File: src/hw/rptr_mgmt_pkg.sv
package rptr_mgmt_pkg;
  localparam int PORTS = 8;
  localparam int CNT_W = 32;
  localparam int REG_W = 16;
  localparam int ID_W = 5;
  localparam logic [4:0] REG_CONFIG = 5'h00;
  localparam logic [4:0] REG_PAGE = 5'h01;
  localparam logic [4:0] REG_IDENT = 5'h05;
  localparam logic [4:0] REG_HUB_LO = 5'h06;
  localparam logic [4:0] REG_HUB_HI = 5'h07;
  localparam logic [4:0] REG_CNT_BASE = 5'h08;
  localparam logic [4:0] PAGE0_CNT = 5'h06;
  localparam logic [4:0] PAGE1_CNT = 5'h02;
  localparam logic [2:0] PAGE1_FIRST = 3'h6;
  localparam logic [4:0] ID_ILLEGAL = 5'h1F;
  localparam logic [4:0] ID_RESET = 5'h00;
  localparam int IDENT_LOAD_BIT = 7;
  localparam int IDENT_ERR_BIT = 5;
  localparam int CFG_EN_BIT = 0;
  localparam int PAGE_BIT = 0;
  localparam logic [5:0] PRE_LEN = 6'h20;
  localparam logic [5:0] EE_LAST = 6'h1F;
  localparam logic [5:0] OP_LAST = 6'h01;
  localparam logic [5:0] ADR_LAST = 6'h09;
  localparam logic [5:0] TA_LAST = 6'h01;
  localparam logic [5:0] DAT_LAST = 6'h0F;
  localparam logic [1:0] OP_RD = 2'h2;
  localparam logic [1:0] OP_WR = 2'h1;
  typedef enum logic [2:0] {
    S_PRE = 3'b000,
    S_ST = 3'b001,
    S_OP = 3'b010,
    S_ADR = 3'b011,
    S_TA = 3'b100,
    S_DAT = 3'b101
  } mgmt_state_t;
endpackage : rptr_mgmt_pkg

File: src/hw/repeater_id_and_port_counters.sv
`timescale 1ns/1ps
// Summary of operation
// [RULE1] Load-complete flag sets once all EEPROM bits have been taken.
// [RULE2] ID-conflict flag sets on a seen ID clash or when ID equals 1Fh.
// [RULE3] ID-conflict flag stays set until software writes the register.
// [RULE4] The five ID bits drive the backplane vector outputs directly.
// [RULE5] Only frames addressed to the current ID are answered.
// [RULE6] ID strap pins are captured into the ID field at reset release.
// [RULE7] Controller must use the new ID for all later accesses.
// [RULE8] Controller must never write 1Fh into the ID field.
// [RULE9] Software writes zero to the reserved identity bit; reads undefined.
// [RULE10] First 16 EEPROM bits fill low hub tag, earliest bit at bit 0.
// [RULE11] Next 16 EEPROM bits fill high hub tag, earliest bit at bit 0.
// [RULE12] Every port has counters that software can read and preset.
// [RULE13] Ports 0-5 counters live in page 0, ports 6-7 in page 1.
// [RULE14] Counters wrap to zero, never saturate, raise no interrupt.
// [RULE15] All port counters clear to zero under chip reset.
// [RULE16] Counters are 32 bits shown through a 16-bit window in halves.
// [RULE17] First read latches whole count and gives upper half; next, lower.
// [RULE18] Any other register access between halves resets the half mux.
// [RULE19] Software writes a counter as two back-to-back halves.
// [RULE20] Writing zero clears a counter; reading leaves it unchanged.
// [RULE21] Software presets counters only with counting disabled.
// [RULE22] Short-event counter counts every carrier event below the limit.
// [RULE23] Split write takes upper half first; counter updates on second.
module repeater_id_and_port_counters
  import rptr_mgmt_pkg::*;
(
  input wire logic i_mclk,
  input wire logic i_reset,
  input wire logic i_ce,
  input wire logic [ID_W-1:0] i_id_strap_pins,
  input wire logic i_mdc,
  input wire logic i_mdio_in,
  input wire logic i_ee_bit,
  input wire logic i_ee_bit_valid,
  input wire logic i_id_clash,
  input wire logic [PORTS-1:0] i_short_event,
  output logic o_mdio_out,
  output logic o_mdio_oe,
  output logic [ID_W-1:0] o_backplane_vector_out,
  output logic o_stats_count_enable,
  output logic o_eeprom_load_complete
);
  logic mdc_s1, mdc_s2, mdc_s3, mdio_s1, mdio_s2;
  logic [ID_W-1:0] strap_s1, strap_s2;
  mgmt_state_t state_q;
  logic [5:0] bcnt_q;
  logic [1:0] op_q;
  logic [9:0] adr_q;
  logic [REG_W-1:0] sh_q;
  logic match_q, rd_q, out_q, oe_q;
  logic page_q, count_en_q, rst_q, id_err_q, eeprom_load_complete_q;
  logic [ID_W-1:0] own_repeater_number_q;
  logic [CNT_W-1:0] ee_sr_q;
  logic [5:0] ee_cnt_q;
  logic [CNT_W-1:0] hold_q;
  logic [REG_W-1:0] wr_hi_q;
  logic half_q, half_wr_q;
  logic [2:0] half_idx_q;
  logic [CNT_W-1:0] cnt_q [PORTS];

  // Pins come from another clock; two stages before any use
  always_ff @(posedge i_mclk) begin
    if (i_ce) begin
      mdc_s1 <= i_mdc;
      mdc_s2 <= mdc_s1;
      mdc_s3 <= mdc_s2;
      mdio_s1 <= i_mdio_in;
      mdio_s2 <= mdio_s1;
      strap_s1 <= i_id_strap_pins;
      strap_s2 <= strap_s1;
    end
  end

  wire rise = i_ce & mdc_s2 & ~mdc_s3;
  wire bit_in = mdio_s2;
  wire [9:0] adr_full = {adr_q[8:0], bit_in};
  wire adr_done = rise && state_q == S_ADR && bcnt_q == ADR_LAST;
  wire dev_hit = adr_full[9:5] == own_repeater_number_q;
  wire acc_rd = adr_done && op_q == OP_RD && dev_hit; // [RULE5]
  wire wr_done = rise && state_q == S_DAT && bcnt_q == DAT_LAST &&
    !rd_q && match_q; // [RULE5]
  wire acc_any = acc_rd | wr_done;
  wire [4:0] acc_reg = adr_done ? adr_full[4:0] : adr_q[4:0];
  wire [REG_W-1:0] wdata = {sh_q[REG_W-2:0], bit_in};

  // Counter window placement depends on page
  wire [4:0] cnt_off = acc_reg - REG_CNT_BASE;
  wire cnt_sel = acc_reg >= REG_CNT_BASE &&
    cnt_off < (page_q ? PAGE1_CNT : PAGE0_CNT); // [RULE13]
  wire [2:0] cnt_idx = cnt_off[2:0] +
    (page_q ? PAGE1_FIRST : 3'h0); // [RULE13]
  wire second = half_q && cnt_sel && cnt_idx == half_idx_q &&
    half_wr_q == wr_done;
  wire wr_commit = wr_done & second; // [RULE23]
  wire [CNT_W-1:0] commit_val = {wr_hi_q, wdata}; // [RULE23]
  wire wr_ident = wr_done && acc_reg == REG_IDENT;
  wire wr_cfg = wr_done && acc_reg == REG_CONFIG;
  wire wr_page = wr_done && acc_reg == REG_PAGE;

  // Upper half from live count, lower half from the latched copy
  wire [REG_W-1:0] cnt_rd = second ? hold_q[REG_W-1:0] :
    cnt_q[cnt_idx][CNT_W-1:REG_W]; // [RULE16] [RULE17]
  // Reserved identity bit reads zero
  wire [REG_W-1:0] ident_rd = {8'h00, eeprom_load_complete_q, 1'b0, id_err_q,
    own_repeater_number_q}; // [RULE9]
  wire [REG_W-1:0] rd_data =
    cnt_sel ? cnt_rd :
    acc_reg == REG_IDENT ? ident_rd :
    acc_reg == REG_HUB_LO ? ee_sr_q[REG_W-1:0] :
    acc_reg == REG_HUB_HI ? ee_sr_q[CNT_W-1:REG_W] :
    acc_reg == REG_CONFIG ? {15'h0000, count_en_q} :
    acc_reg == REG_PAGE ? {15'h0000, page_q} : 16'h0000;

  // Serial frame sequencer: preamble, start, op, address, turnaround
  always_ff @(posedge i_mclk) begin
    if (i_reset) begin
      state_q <= S_PRE;
      bcnt_q <= 6'h00;
      op_q <= 2'h0;
      adr_q <= 10'h000;
      match_q <= 1'b0;
      rd_q <= 1'b0;
    end else if (rise) begin
      case (state_q)
        S_PRE: begin
          if (bit_in) begin
            bcnt_q <= (bcnt_q == PRE_LEN) ? bcnt_q : bcnt_q + 6'h01;
          end else begin
            state_q <= (bcnt_q == PRE_LEN) ? S_ST : S_PRE;
            bcnt_q <= 6'h00;
          end
        end
        S_ST: begin
          state_q <= bit_in ? S_OP : S_PRE;
        end
        S_OP: begin
          op_q <= {op_q[0], bit_in};
          state_q <= (bcnt_q == OP_LAST) ? S_ADR : S_OP;
          bcnt_q <= (bcnt_q == OP_LAST) ? 6'h00 : bcnt_q + 6'h01;
        end
        S_ADR: begin
          adr_q <= adr_full;
          if (bcnt_q == ADR_LAST) begin
            state_q <= S_TA;
            bcnt_q <= 6'h00;
            match_q <= dev_hit && (op_q == OP_RD || op_q == OP_WR);
            rd_q <= op_q == OP_RD;
          end else begin
            bcnt_q <= bcnt_q + 6'h01;
          end
        end
        S_TA: begin
          state_q <= (bcnt_q == TA_LAST) ? S_DAT : S_TA;
          bcnt_q <= (bcnt_q == TA_LAST) ? 6'h00 : bcnt_q + 6'h01;
        end
        S_DAT: begin
          state_q <= (bcnt_q == DAT_LAST) ? S_PRE : S_DAT;
          bcnt_q <= (bcnt_q == DAT_LAST) ? 6'h00 : bcnt_q + 6'h01;
        end
        default: begin
          state_q <= S_PRE;
          bcnt_q <= 6'h00;
        end
      endcase
    end
  end

  // Drive only the second turnaround bit, so the master has let go
  always_ff @(posedge i_mclk) begin
    if (i_reset) begin
      sh_q <= 16'h0000;
      out_q <= 1'b0;
      oe_q <= 1'b0;
    end else if (acc_rd) begin
      sh_q <= rd_data;
    end else if (rise && state_q == S_TA) begin
      oe_q <= match_q & rd_q; // [RULE5]
      out_q <= (bcnt_q == TA_LAST) ? sh_q[REG_W-1] : 1'b0;
      if (bcnt_q == TA_LAST && rd_q) begin
        sh_q <= {sh_q[REG_W-2:0], 1'b0};
      end
    end else if (rise && state_q == S_DAT) begin
      if (rd_q) begin
        oe_q <= oe_q && bcnt_q != DAT_LAST;
        out_q <= (bcnt_q == DAT_LAST) ? 1'b0 : sh_q[REG_W-1];
        sh_q <= {sh_q[REG_W-2:0], 1'b0};
      end else begin
        sh_q <= wdata;
      end
    end
  end

  // Half mux: any non-pair access drops it
  always_ff @(posedge i_mclk) begin
    if (i_reset) begin
      half_q <= 1'b0;
      half_wr_q <= 1'b0;
      half_idx_q <= 3'h0;
      hold_q <= 32'h00000000;
      wr_hi_q <= 16'h0000;
    end else if (i_ce && acc_any) begin
      half_q <= cnt_sel && !second; // [RULE18]
      half_wr_q <= wr_done;
      half_idx_q <= cnt_idx;
      if (cnt_sel && !second) begin
        hold_q <= cnt_q[cnt_idx]; // [RULE17]
        wr_hi_q <= wdata; // [RULE23]
      end
    end
  end

  // Strap capture needs the cycle after reset falls
  always_ff @(posedge i_mclk) begin
    if (i_ce) begin
      rst_q <= i_reset;
    end
  end

  always_ff @(posedge i_mclk) begin
    if (i_reset) begin
      own_repeater_number_q <= ID_RESET;
      count_en_q <= 1'b0;
      page_q <= 1'b0;
    end else if (i_ce) begin
      if (rst_q) begin
        own_repeater_number_q <= strap_s2; // [RULE6]
      end else if (wr_ident) begin
        own_repeater_number_q <= wdata[ID_W-1:0]; // [RULE4]
      end
      if (wr_cfg) begin
        count_en_q <= wdata[CFG_EN_BIT];
      end
      if (wr_page) begin
        page_q <= wdata[PAGE_BIT];
      end
    end
  end

  // Set wins over the clearing write
  wire err_set = i_id_clash ||
    own_repeater_number_q == ID_ILLEGAL; // [RULE2]
  always_ff @(posedge i_mclk) begin
    if (i_reset) begin
      id_err_q <= 1'b0;
    end else if (i_ce) begin
      id_err_q <= err_set | (id_err_q & ~wr_ident); // [RULE3]
    end
  end

  // Shift right: earliest bit lands in bit 0 of the low tag
  always_ff @(posedge i_mclk) begin
    if (i_reset) begin
      ee_sr_q <= 32'h00000000;
      ee_cnt_q <= 6'h00;
      eeprom_load_complete_q <= 1'b0;
    end else if (i_ce && i_ee_bit_valid && !eeprom_load_complete_q) begin
      ee_sr_q <= {i_ee_bit, ee_sr_q[CNT_W-1:1]}; // [RULE10] [RULE11]
      ee_cnt_q <= ee_cnt_q + 6'h01;
      eeprom_load_complete_q <= ee_cnt_q == EE_LAST; // [RULE1]
    end
  end

  // Event pulses arrive already classified against the short limit
  for (genvar p = 0; p < PORTS; p++) begin : g_cnt
    always_ff @(posedge i_mclk) begin
      if (i_reset) begin
        cnt_q[p] <= 32'h00000000; // [RULE15]
      end else if (i_ce) begin
        if (wr_commit && cnt_idx == 3'(p)) begin
          cnt_q[p] <= commit_val; // [RULE12] [RULE20]
        end else if (count_en_q && i_short_event[p]) begin
          cnt_q[p] <= cnt_q[p] + 32'h00000001; // [RULE14] [RULE22]
        end
      end
    end
  end

  assign o_mdio_out = out_q;
  assign o_mdio_oe = oe_q;
  assign o_backplane_vector_out = own_repeater_number_q; // [RULE4]
  assign o_stats_count_enable = count_en_q;
  assign o_eeprom_load_complete = eeprom_load_complete_q;

  chk_load_flag_set: assert property (@(posedge i_mclk) // [RULE1]
    disable iff (i_reset) i_ce && i_ee_bit_valid && !eeprom_load_complete_q &&
    ee_cnt_q == EE_LAST |=> eeprom_load_complete_q)
    else $error("load flag not set after last bit");
  chk_illegal_id_err: assert property (@(posedge i_mclk) // [RULE2]
    disable iff (i_reset) i_ce && own_repeater_number_q == ID_ILLEGAL
    |=> id_err_q) else $error("illegal id not flagged");
  chk_err_sticky: assert property (@(posedge i_mclk) // [RULE3]
    disable iff (i_reset) id_err_q && !(i_ce && wr_ident) |=> id_err_q)
    else $error("id error cleared without write");
  chk_vector_write: assert property (@(posedge i_mclk) // [RULE4]
    disable iff (i_reset) i_ce && wr_ident && !rst_q
    |=> o_backplane_vector_out == $past(wdata[ID_W-1:0]))
    else $error("vector does not follow id write");
  chk_foreign_silent: assert property (@(posedge i_mclk) // [RULE5]
    disable iff (i_reset) state_q == S_TA && !match_q |=> !o_mdio_oe)
    else $error("drove bus for another id");
  chk_strap_capture: assert property (@(posedge i_mclk) // [RULE6]
    i_ce && rst_q && !i_reset |=> own_repeater_number_q == $past(strap_s2))
    else $error("strap not captured");
  chk_counter_wrap: assert property (@(posedge i_mclk) // [RULE14]
    disable iff (i_reset) i_ce && count_en_q && i_short_event[2] &&
    !wr_commit && cnt_q[2] == 32'hFFFFFFFF |=> cnt_q[2] == 32'h00000000)
    else $error("counter did not wrap");
  chk_reset_clears: assert property (@(posedge i_mclk) // [RULE15]
    i_reset |=> cnt_q[0] == 32'h00000000 && cnt_q[7] == 32'h00000000)
    else $error("counter not cleared by reset");
  chk_upper_first: assert property (@(posedge i_mclk) // [RULE17]
    disable iff (i_reset) acc_rd && cnt_sel && !second
    |=> sh_q == $past(cnt_rd) ##0 half_q)
    else $error("first read not upper half");
  chk_mux_reset: assert property (@(posedge i_mclk) // [RULE18]
    disable iff (i_reset) i_ce && acc_any && !cnt_sel |=> !half_q)
    else $error("half mux kept across other access");
  chk_read_keeps: assert property (@(posedge i_mclk) // [RULE20]
    disable iff (i_reset) i_ce && acc_rd && !count_en_q
    |=> $stable(cnt_q[0]) && $stable(cnt_q[6]))
    else $error("read changed a counter");
  chk_split_write: assert property (@(posedge i_mclk) // [RULE23]
    disable iff (i_reset) i_ce && wr_commit && cnt_idx == 3'h2
    |=> cnt_q[2] == $past(commit_val))
    else $error("split write not committed");
endmodule : repeater_id_and_port_counters

File: config.mk
export PLATFORM = sky130hd
export DESIGN_NAME = repeater_id_and_port_counters
export DESIGN_NICKNAME = d
export VERILOG_FILES = /design/src/hw/rptr_mgmt_pkg.sv /design/src/hw/repeater_id_and_port_counters.sv
export SDC_FILE = /design/constraint.sdc
export NUM_CORES = 1
export LEC_CHECK = 0
export ABC_AREA = 1
export ABC_CLOCK_PERIOD_IN_PS = 11900
export BUFFER_PORTS_ARGS = -buffer_cell sky130_fd_sc_hd__buf_2
export CORE_ASPECT_RATIO = 0.7
export CORE_MARGIN = 2
export CORE_UTILIZATION = 58
export CTS_CLUSTER_SIZE = 28
export DETAILED_ROUTE_END_ITERATION = 8
export GPL_TIMING_DRIVEN = 0
export PLACE_DENSITY_LB_ADDON = 0.3
export SETUP_SLACK_MARGIN = 0.2
export SLEW_MARGIN = 20
export SYNTH_ARGS = -nofsm -noshare
export SYNTH_HDL_FRONTEND = slang
export SYNTH_SLANG_ARGS = --single-unit
File: constraint.sdc
create_clock -name i_mclk -period 11.9 [get_ports i_mclk]
set_clock_uncertainty 0.1 [all_clocks]
set_input_delay 0.595 -clock i_mclk [delete_from_list [all_inputs] [get_ports i_mclk]]
set_output_delay 0.595 -clock i_mclk [all_outputs]
set_load 0.01 [all_outputs]
==> results by group, run 1 <==
Global route
  – First-pass GRT wire length: 147,000 um
  – GRT Residual Overflow: 0
  – Largest net degree at the start of global routing: 33
  – Vias in the first global route: 22,129
  – Initial antenna violation count: 4
  – Tot GR Track Use: 0.468

STA
  – Worst Tran Pin Value: 1090 ps
  – Final setup TNS: 0 ps
  – Final hold viol count: 0
  – Final setup violation count: 0
  – Tcrit/Tclk final: 0.545
  – F_max: 0.154 GHz
  – Final Slew Violations: 0
  – Min Tclk post-route: 6480 ps
  – Max_slew headroom: 0.273
  – RSZ-0062 raised after global routing: false

Detailed routing
  – Drc violations: 0
  – ANT nets after route: 0
  – Wirelength, routed: 103,000 um
  – Starting DRC count in detailed routing: 4,772
  – WL/cell: 26.9 um
  – First-pass iteration count of the detailed router: 7
  – Via count: 25,170
  – Vias per inst: 6.57

Yosys
  – Area contributors post-synth: edfxtp_1 (34%), nand2_1 (13%), dfxtp_1 (10%), nand3_1 (6.0%), xor2_1 (4.9%)
  – Top-area cell type share of the netlist area: 0.338
  – Top FF cell, synth: edfxtp_1
  – Post-Synthesis Cells: 3,174
  – Yosys reg bits: 396
  – Synth area leader: edfxtp_1
  – Post-synth EDFFs: 272
  – Post-synthesis sequential area ratio: 0.441
  – Syn. warnings: 0
  – Mean Syn Cell Area: 7.61 um^2
  – Post-synth cell types: 51
  – Synthesized Nets: 3,210
  – Area of the mapped netlist: 0.0241 mm^2
  – Post-synth ARST share: 0

CTS
  – CTS tree: yes
  – Sink Count: 396
  – CTS Root Cell: clkbuf_16
  – H-Tree Level Count: 2
  – CTS resizes: 0
  – Post-CTS setup buffer count: 0
  – Clock Latency Late Sink: 580 ps
  – CTS Hold Bufs: 0
  – Reg clk slew, reported paths: 60 ps
  – Cts bufs inserted: 42
  – Max clock buf depth: 3

Min path
  – Hold endpoint: strap_s1[4]
  – HP Class: in -> reg
  – Hold depth: 1
  – Worst hold start: i_id_strap_pins[4]

Critical path
  – Worst flop-to-flop path endpoint: cnt_q[3][26]
  – Register-to-register setup slack: 5420 ps
  – CP Launch Type: register
  – Top fanout value on the critical path: 32
  – Req. time, crit path: 11,860 ps
  – Critical path type: reg -> reg
  – FF-to-FF path depth: 21
  – Crit end category: register
  – CP arrival: 6440 ps
  – Worst R2R Start: bcnt_q[1]

Layout
  – Commonest non-fill, non-tap cell in the layout: nand2_1
  – Layout Nets: 3,290
  – Filler cell count: 3,590
  – Non-Filler Instances: 3,833
  – Util after Layout: 0.648
  – Most frequent cells in the layout: nand2_1 (819), inv_1 (288), nor2_1 (286), nand3_1 (283), edfxtp_1 (272)
  – Area Growth Syn to Fin: 10.2%
  – Share of cells above drive strength 1: 0.0584

Pwr
  – Leakage: 10.5 nW
  – Clock share of power: 0.432
  – Psw: 829 uW
  – Internal power: 2.38 mW
  – Seq pwr share: 0.504
  – Tot Pwr: 3.21 mW
  – Peak supply drop: 0.000154 V
  – Combinational power share: 0.065
  – Power per cell area: 121 mW/mm^2
  – Switch share: 0.258

Floorplanning
  – Die X: 248 um
  – Std cell rows: 62
  – Die ar.: 0.0433 mm^2
  – Initial Utilization: 0.588
  – I/O pin cnt: 30
  – Core area: 0.0410 mm^2
  – Die H: 175 um

Placed design
  – Gpl congestion: 1.14
  – Inst Count DP: 3,754
  – Dpl hpwl: 77,100 um
  – Port Buffer Count: 29

Status
  – Status: finished clean

Job
  – Max_cap viols: 0
==> power groups by stage <==
stage	logic [mW]	registers [mW]	clock network, mW
CTS	0.197	1.61	1.36
global route	0.221	1.62	1.42
global placement	0.182	1.63	0
floorplan	0.127	1.60	0
detailed placement	0.196	1.64	0
finish	0.207	1.61	1.39
==> state kept, by name, indices dropped and copies added (netlist names), 6 cells and up <==
register,count
cnt_q,256
ee_sr_q,32
hold_q,16
sh_q,16
wr_hi_q,16
adr_q,9
bcnt_q,6
ee_cnt_q,6
==> cell families after synthesis <==
group | Yosys count | share of synthesized area
adder cells (fa/ha/maj) | 15 | 0.00777
AO/OA/AOI/OAI | 517 | 0.120
AND/OR/NAND/NOR | 1605 | 0.287
buffers and inverters | 439 | 0.0703
XOR/XNOR | 202 | 0.0736
flip-flops | 396 | 0.441
==> worst max-delay path, stage by stage, from the launching register on <==
cell and delay (ps):
dfxtp_1 320, inv_1 130, ha_1 210, nand3_1 120
nor2_2 390, nand2_4 170, inv_1 130, nand2_1 60
nand2_1 170, ha_1 310, xnor2_2 520, inv_2 240
nand2_1 120, nand2_1 50, nor2_1 150, nand2_1 110
nor2_4 200, nand2_2 170, nor3_2 650, nand2_1 420
nand2_1 480, nand3_2 740
==> synth_stat cells, types with 67 or more instances <==
library cell	number
a21oi_1	89
clkbuf_1	91
dfxtp_1	124
edfxtp_1	272
inv_1	288
nand2_1	819
nand3_1	291
nand4_1	93
nor2_1	286
o21ai_0	198
o21ai_1	69
o22ai_1	83
xnor2_1	67
xor2_1	134
==> per-stage QoR <==
stage,hold WS (ps),instance area (um^2),setup WS [ps]
3_5_place_dp,306,25200,5380
4_1_cts,103,26600,5730
6_report,93.5,26600,5420
3_3_place_gp,302,25000,4940
2_1_floorplan,300,24100,7230
5_1_grt,97.6,26600,5340
==> worst max-delay path by stage <==
stage	end	startpoint	slack (ps)
2_1_floorplan	cnt_q[6][0]	i_ce	7230
3_3_place_gp	cnt_q[1][4]	i_ce	4940
3_5_place_dp	cnt_q[3][28]	i_ce	5380
4_1_cts	cnt_q[3][10]	bcnt_q[1]	5730
5_1_grt	cnt_q[3][14]	bcnt_q[1]	5340
6_report	cnt_q[3][26]	bcnt_q[1]	5420
==> per-layer routing <==
layer	global-route usage	vias to the layer above	wire length (um)
met5	0.00226	-	23
met4	0.203	4	5620
met3	0.243	347	21200
met2	0.557	2222	36000
met1	0.684	11667	40100
li1	-	10930	-
==> final cells by class <==
cell class / instances / area, um^2 / area share
Clock inverter: 19 / 179 / 0.00672
Sequential cell: 396 / 10700 / 0.400
Clock buffer: 58 / 1210 / 0.0457
Antenna cell: 2 / 5.00 / 0.000188
Buffer: 141 / 582 / 0.0219
Multi-Input combinational cell: 2339 / 11800 / 0.445
Inverter: 298 / 1120 / 0.0420
Timing Repair Buffer: 36 / 338 / 0.0127
Tap cell: 544 / 681 / 0.0256
No activity file was read; power rests on OpenSTA's default activity.
==> run 2: changes to the inputs <==
--- a/config.mk
+++ b/config.mk
@@ -6,7 +6,7 @@
 export NUM_CORES = 1
 export LEC_CHECK = 0
 export ABC_AREA = 1
-export ABC_CLOCK_PERIOD_IN_PS = 11900
+export ABC_CLOCK_PERIOD_IN_PS = 5450
 export BUFFER_PORTS_ARGS = -buffer_cell sky130_fd_sc_hd__buf_2
 export CORE_ASPECT_RATIO = 0.7
 export CORE_MARGIN = 2
==> constraint.sdc (replaced) <==
create_clock -name i_mclk -period 5.45 [get_ports i_mclk]
set_clock_uncertainty 0.1 [all_clocks]
set_input_delay 0.2725 -clock i_mclk [delete_from_list [all_inputs] [get_ports i_mclk]]
set_output_delay 0.2725 -clock i_mclk [all_outputs]
set_load 0.01 [all_outputs]
==> results by group, run 2 (synthesis results as in run 1) <==
Detailed routing
  – Drc violations: 0 (unchanged)
  – First-pass iteration count of the detailed router: 7 (unchanged)
  – Via count: 25,356 (was 25,170)
  – Starting DRC count in detailed routing: 5,027 (was 4,772)
  – ANT nets after route: 0 (unchanged)
  – Vias per inst: 6.58 (was 6.57)
  – WL/cell: 26.9 um (about the same)
  – Wirelength, routed: 104,000 um (was 103,000 um)

Global route
  – Largest net degree at the start of global routing: 33 (unchanged)
  – Tot GR Track Use: 0.469 (was 0.468)
  – First-pass GRT wire length: 147,000 um (about the same)
  – GRT Residual Overflow: 0 (unchanged)
  – Vias in the first global route: 22,241 (was 22,129)
  – Initial antenna violation count: 4 (unchanged)

Critical path
  – FF-to-FF path depth: 25 (was 21)
  – CP Launch Type: register (unchanged)
  – CP endpoint: cnt_q[6][20] (was cnt_q[3][26])
  – Worst R2R Start: bcnt_q[1] (unchanged)
  – Crit end category: register (unchanged)
  – Critical path type: reg -> reg (unchanged)
  – Req. time, crit path: 5680 ps (was 11,860 ps)
  – Top fanout value on the critical path: 24 (was 32)
  – Crit path from: bcnt_q[1] (unchanged)
  – Worst flop-to-flop path endpoint: cnt_q[6][20] (was cnt_q[3][26])
  – CP arrival: 5310 ps (was 6440 ps)
  – Register-to-register setup slack: 360 ps (was 5420 ps)

Layout
  – Area Growth Syn to Fin: 11.4% (was 10.2%)
  – Fin area: 0.0269 mm^2 (was 0.0266 mm^2)
  – Reg area: 0.0107 mm^2 (unchanged)
  – Footprint of the multi-input gates: 0.0119 mm^2 (was 0.0118 mm^2)
  – Layout Nets: 3,310 (was 3,290)
  – Commonest non-fill, non-tap cell in the layout: nand2_1 (unchanged)
  – Top reg by flops: cnt_q (unchanged)
  – Biggest regs: cnt_q x256, ee_sr_q x32 (unchanged)
  – Most frequent cells in the layout: nand2_1 (818), inv_1 (288), nor2_1 (286), nand3_1 (283), edfxtp_1 (272) (was nand2_1 (819), inv_1 (288), nor2_1 (286), nand3_1 (283), edfxtp_1 (272))
  – Filler cell count: 3,550 (was 3,590)
  – Largest register FFs: 256 (unchanged)
  – Share of cells above drive strength 1: 0.0614 (was 0.0584)

Floorplanning
  – Std cell rows: 62 (unchanged)
  – Initial Utilization: 0.588 (unchanged)
  – Die ar.: 0.0433 mm^2 (unchanged)
  – Die H: 175 um (unchanged)
  – Core area: 0.0410 mm^2 (unchanged)
  – Die X: 248 um (unchanged)
  – I/O pin cnt: 30 (unchanged)

CTS
  – Cts bufs inserted: 42 (unchanged)
  – Reg clk slew, reported paths: 60 ps (about the same)
  – H-Tree Level Count: 2 (unchanged)
  – Clock Latency Late Sink: 580 ps (about the same)
  – CTS Root Cell: clkbuf_16 (unchanged)
  – Sink Count: 396 (unchanged)
  – CTS tree: yes (unchanged)
  – Max clock buf depth: 3 (unchanged)

Placed design
  – Port Buffer Count: 29 (unchanged)
  – Gpl congestion: 1.14 (unchanged)
  – Area after DPL: 0.0252 mm^2 (unchanged)
  – Place WS: -749 ps (was 5380 ps)
  – Dpl hpwl: 77,100 um (unchanged)

Status
  – Status: finished clean (unchanged)

STA
  – Min Tclk post-route: 5090 ps (was 6480 ps)
  – Final setup violation count: 0 (unchanged)
  – Final Slew Violations: 0 (unchanged)
  – Worst Tran Pin Value: 1120 ps (was 1090 ps)
  – Tcrit/Tclk final: 0.933 (was 0.545)
  – Max_slew headroom: 0.255 (was 0.273)
  – RSZ-0062 raised after global routing: false (unchanged)
  – F_max: 0.197 GHz (was 0.154 GHz)
  – PnR worst setup slack: 364 ps (was 5420 ps)
  – Final hold viol count: 0 (unchanged)

Min path
  – HP Class: in -> reg (unchanged)
  – Worst hold start: i_ee_bit_valid (was i_id_strap_pins[4])

Pwr
  – Power per cell area: 261 mW/mm^2 (was 121 mW/mm^2)
  – Leakage: 10.6 nW (was 10.5 nW)
  – Peak supply drop: 0.000335 V (was 0.000154 V)

Job
  – Max_cap viols: 0 (unchanged)
==> run 2: changes by cell type in the layout (fill, tap and decap cells not counted) <==
| cell | before | now |
|---|---|---|
| xnor2_2 | 1 | 0 |
| nand2_1 | 819 | 818 |
| nor3_4 | 1 | 2 |
| dlygate4sd3_1 | 0 | 10 |
| buf_12 | 0 | 2 |
| nor3_2 | 1 | 0 |
| buf_4 | 3 | 11 |
| xnor2_4 | 0 | 1 |
| nor2_4 | 2 | 3 |
| nand3_4 | 2 | 10 |
| nand3_2 | 9 | 1 |
| nand2_2 | 4 | 5 |
| nor2_2 | 2 | 1 |
==> run 2: worst min-delay path by stage <==
stage,end,cells after the start
floorplan,mdc_s1,0
global placement,mdc_s2,0
detailed placement,strap_s2[4],0
CTS,ee_sr_q[4],5
global route,strap_s2[4],1
finish,ee_sr_q[4],5
==> run 2: timing repair <==
action / CTS / global route
cloned: 0 / 0
gates resized for setup: 7 / 5
hold buffers: 10 / 0
endpoints found under the setup margin: 290 / 245
buffers inserted: 5 / 5
pin swaps: 3 / 2
hold endpoints to repair: 10 / 0
==> run 2: where the power goes <==
part	internal, mW	total (mW)	switching (mW)
Combinational	0.155	0.462	0.307
Sequential	3.34	3.53	0.187
Clock	1.71	3.02	1.31
==> run 2: worst max-delay path, cell delays in order (launching register included) <==
cell and delay (ps):
dfxtp_1 320, inv_1 120, ha_1 210, nand3_1 150, nor2_4 240, nand2_4 130, inv_1 120, nand2_1 60
nand2_1 180, ha_1 340, xnor2_4 260, inv_2 170, nand2_1 100, nand2_1 50, nor2_1 150, nand2_1 110
nor2_4 210, nand2_2 190, nor3_4 260, buf_12 170, buf_4 170, nand2_1 90, nand2_1 240, buf_4 240
nand3_4 170, buf_16 270
==> run 2: metal layers <==
layer | GRT usage | share of wire | vias to the layer above
met1 | 0.681 | 0.38 | 11730
met4 | 0.212 | 0.057 | 2
met3 | 0.252 | 0.21 | 359
met2 | 0.554 | 0.35 | 2280
li1 | - | - | 10985
met5 | 0 | 0.000097 | -
==> run 2: layout make-up <==
class,count,share of cell area
diodes,2,0.000186
plain buffers,141,0.0216
inverters,298,0.0416
clock inverters,19,0.00665
flip-flops and latches,396,0.396
repair buffers,56,0.0200
multi-input cells,2339,0.443
well taps,544,0.0253
clock buffers,58,0.0452
==> run 2: stage by stage <==
stage          std cells  hold WS [ps]  TNS [ps]   util  total power [mW]
2_1_floorplan       3174           271         0      -              3.78
3_3_place_gp        3747           302   -265420  0.609              3.97
3_5_place_dp        3754           306    -69320  0.614              4.00
4_1_cts             3846           102         0  0.653              6.92
5_1_grt             3851           139         0  0.655              7.12
6_report            3853          95.8         0  0.655              7.01
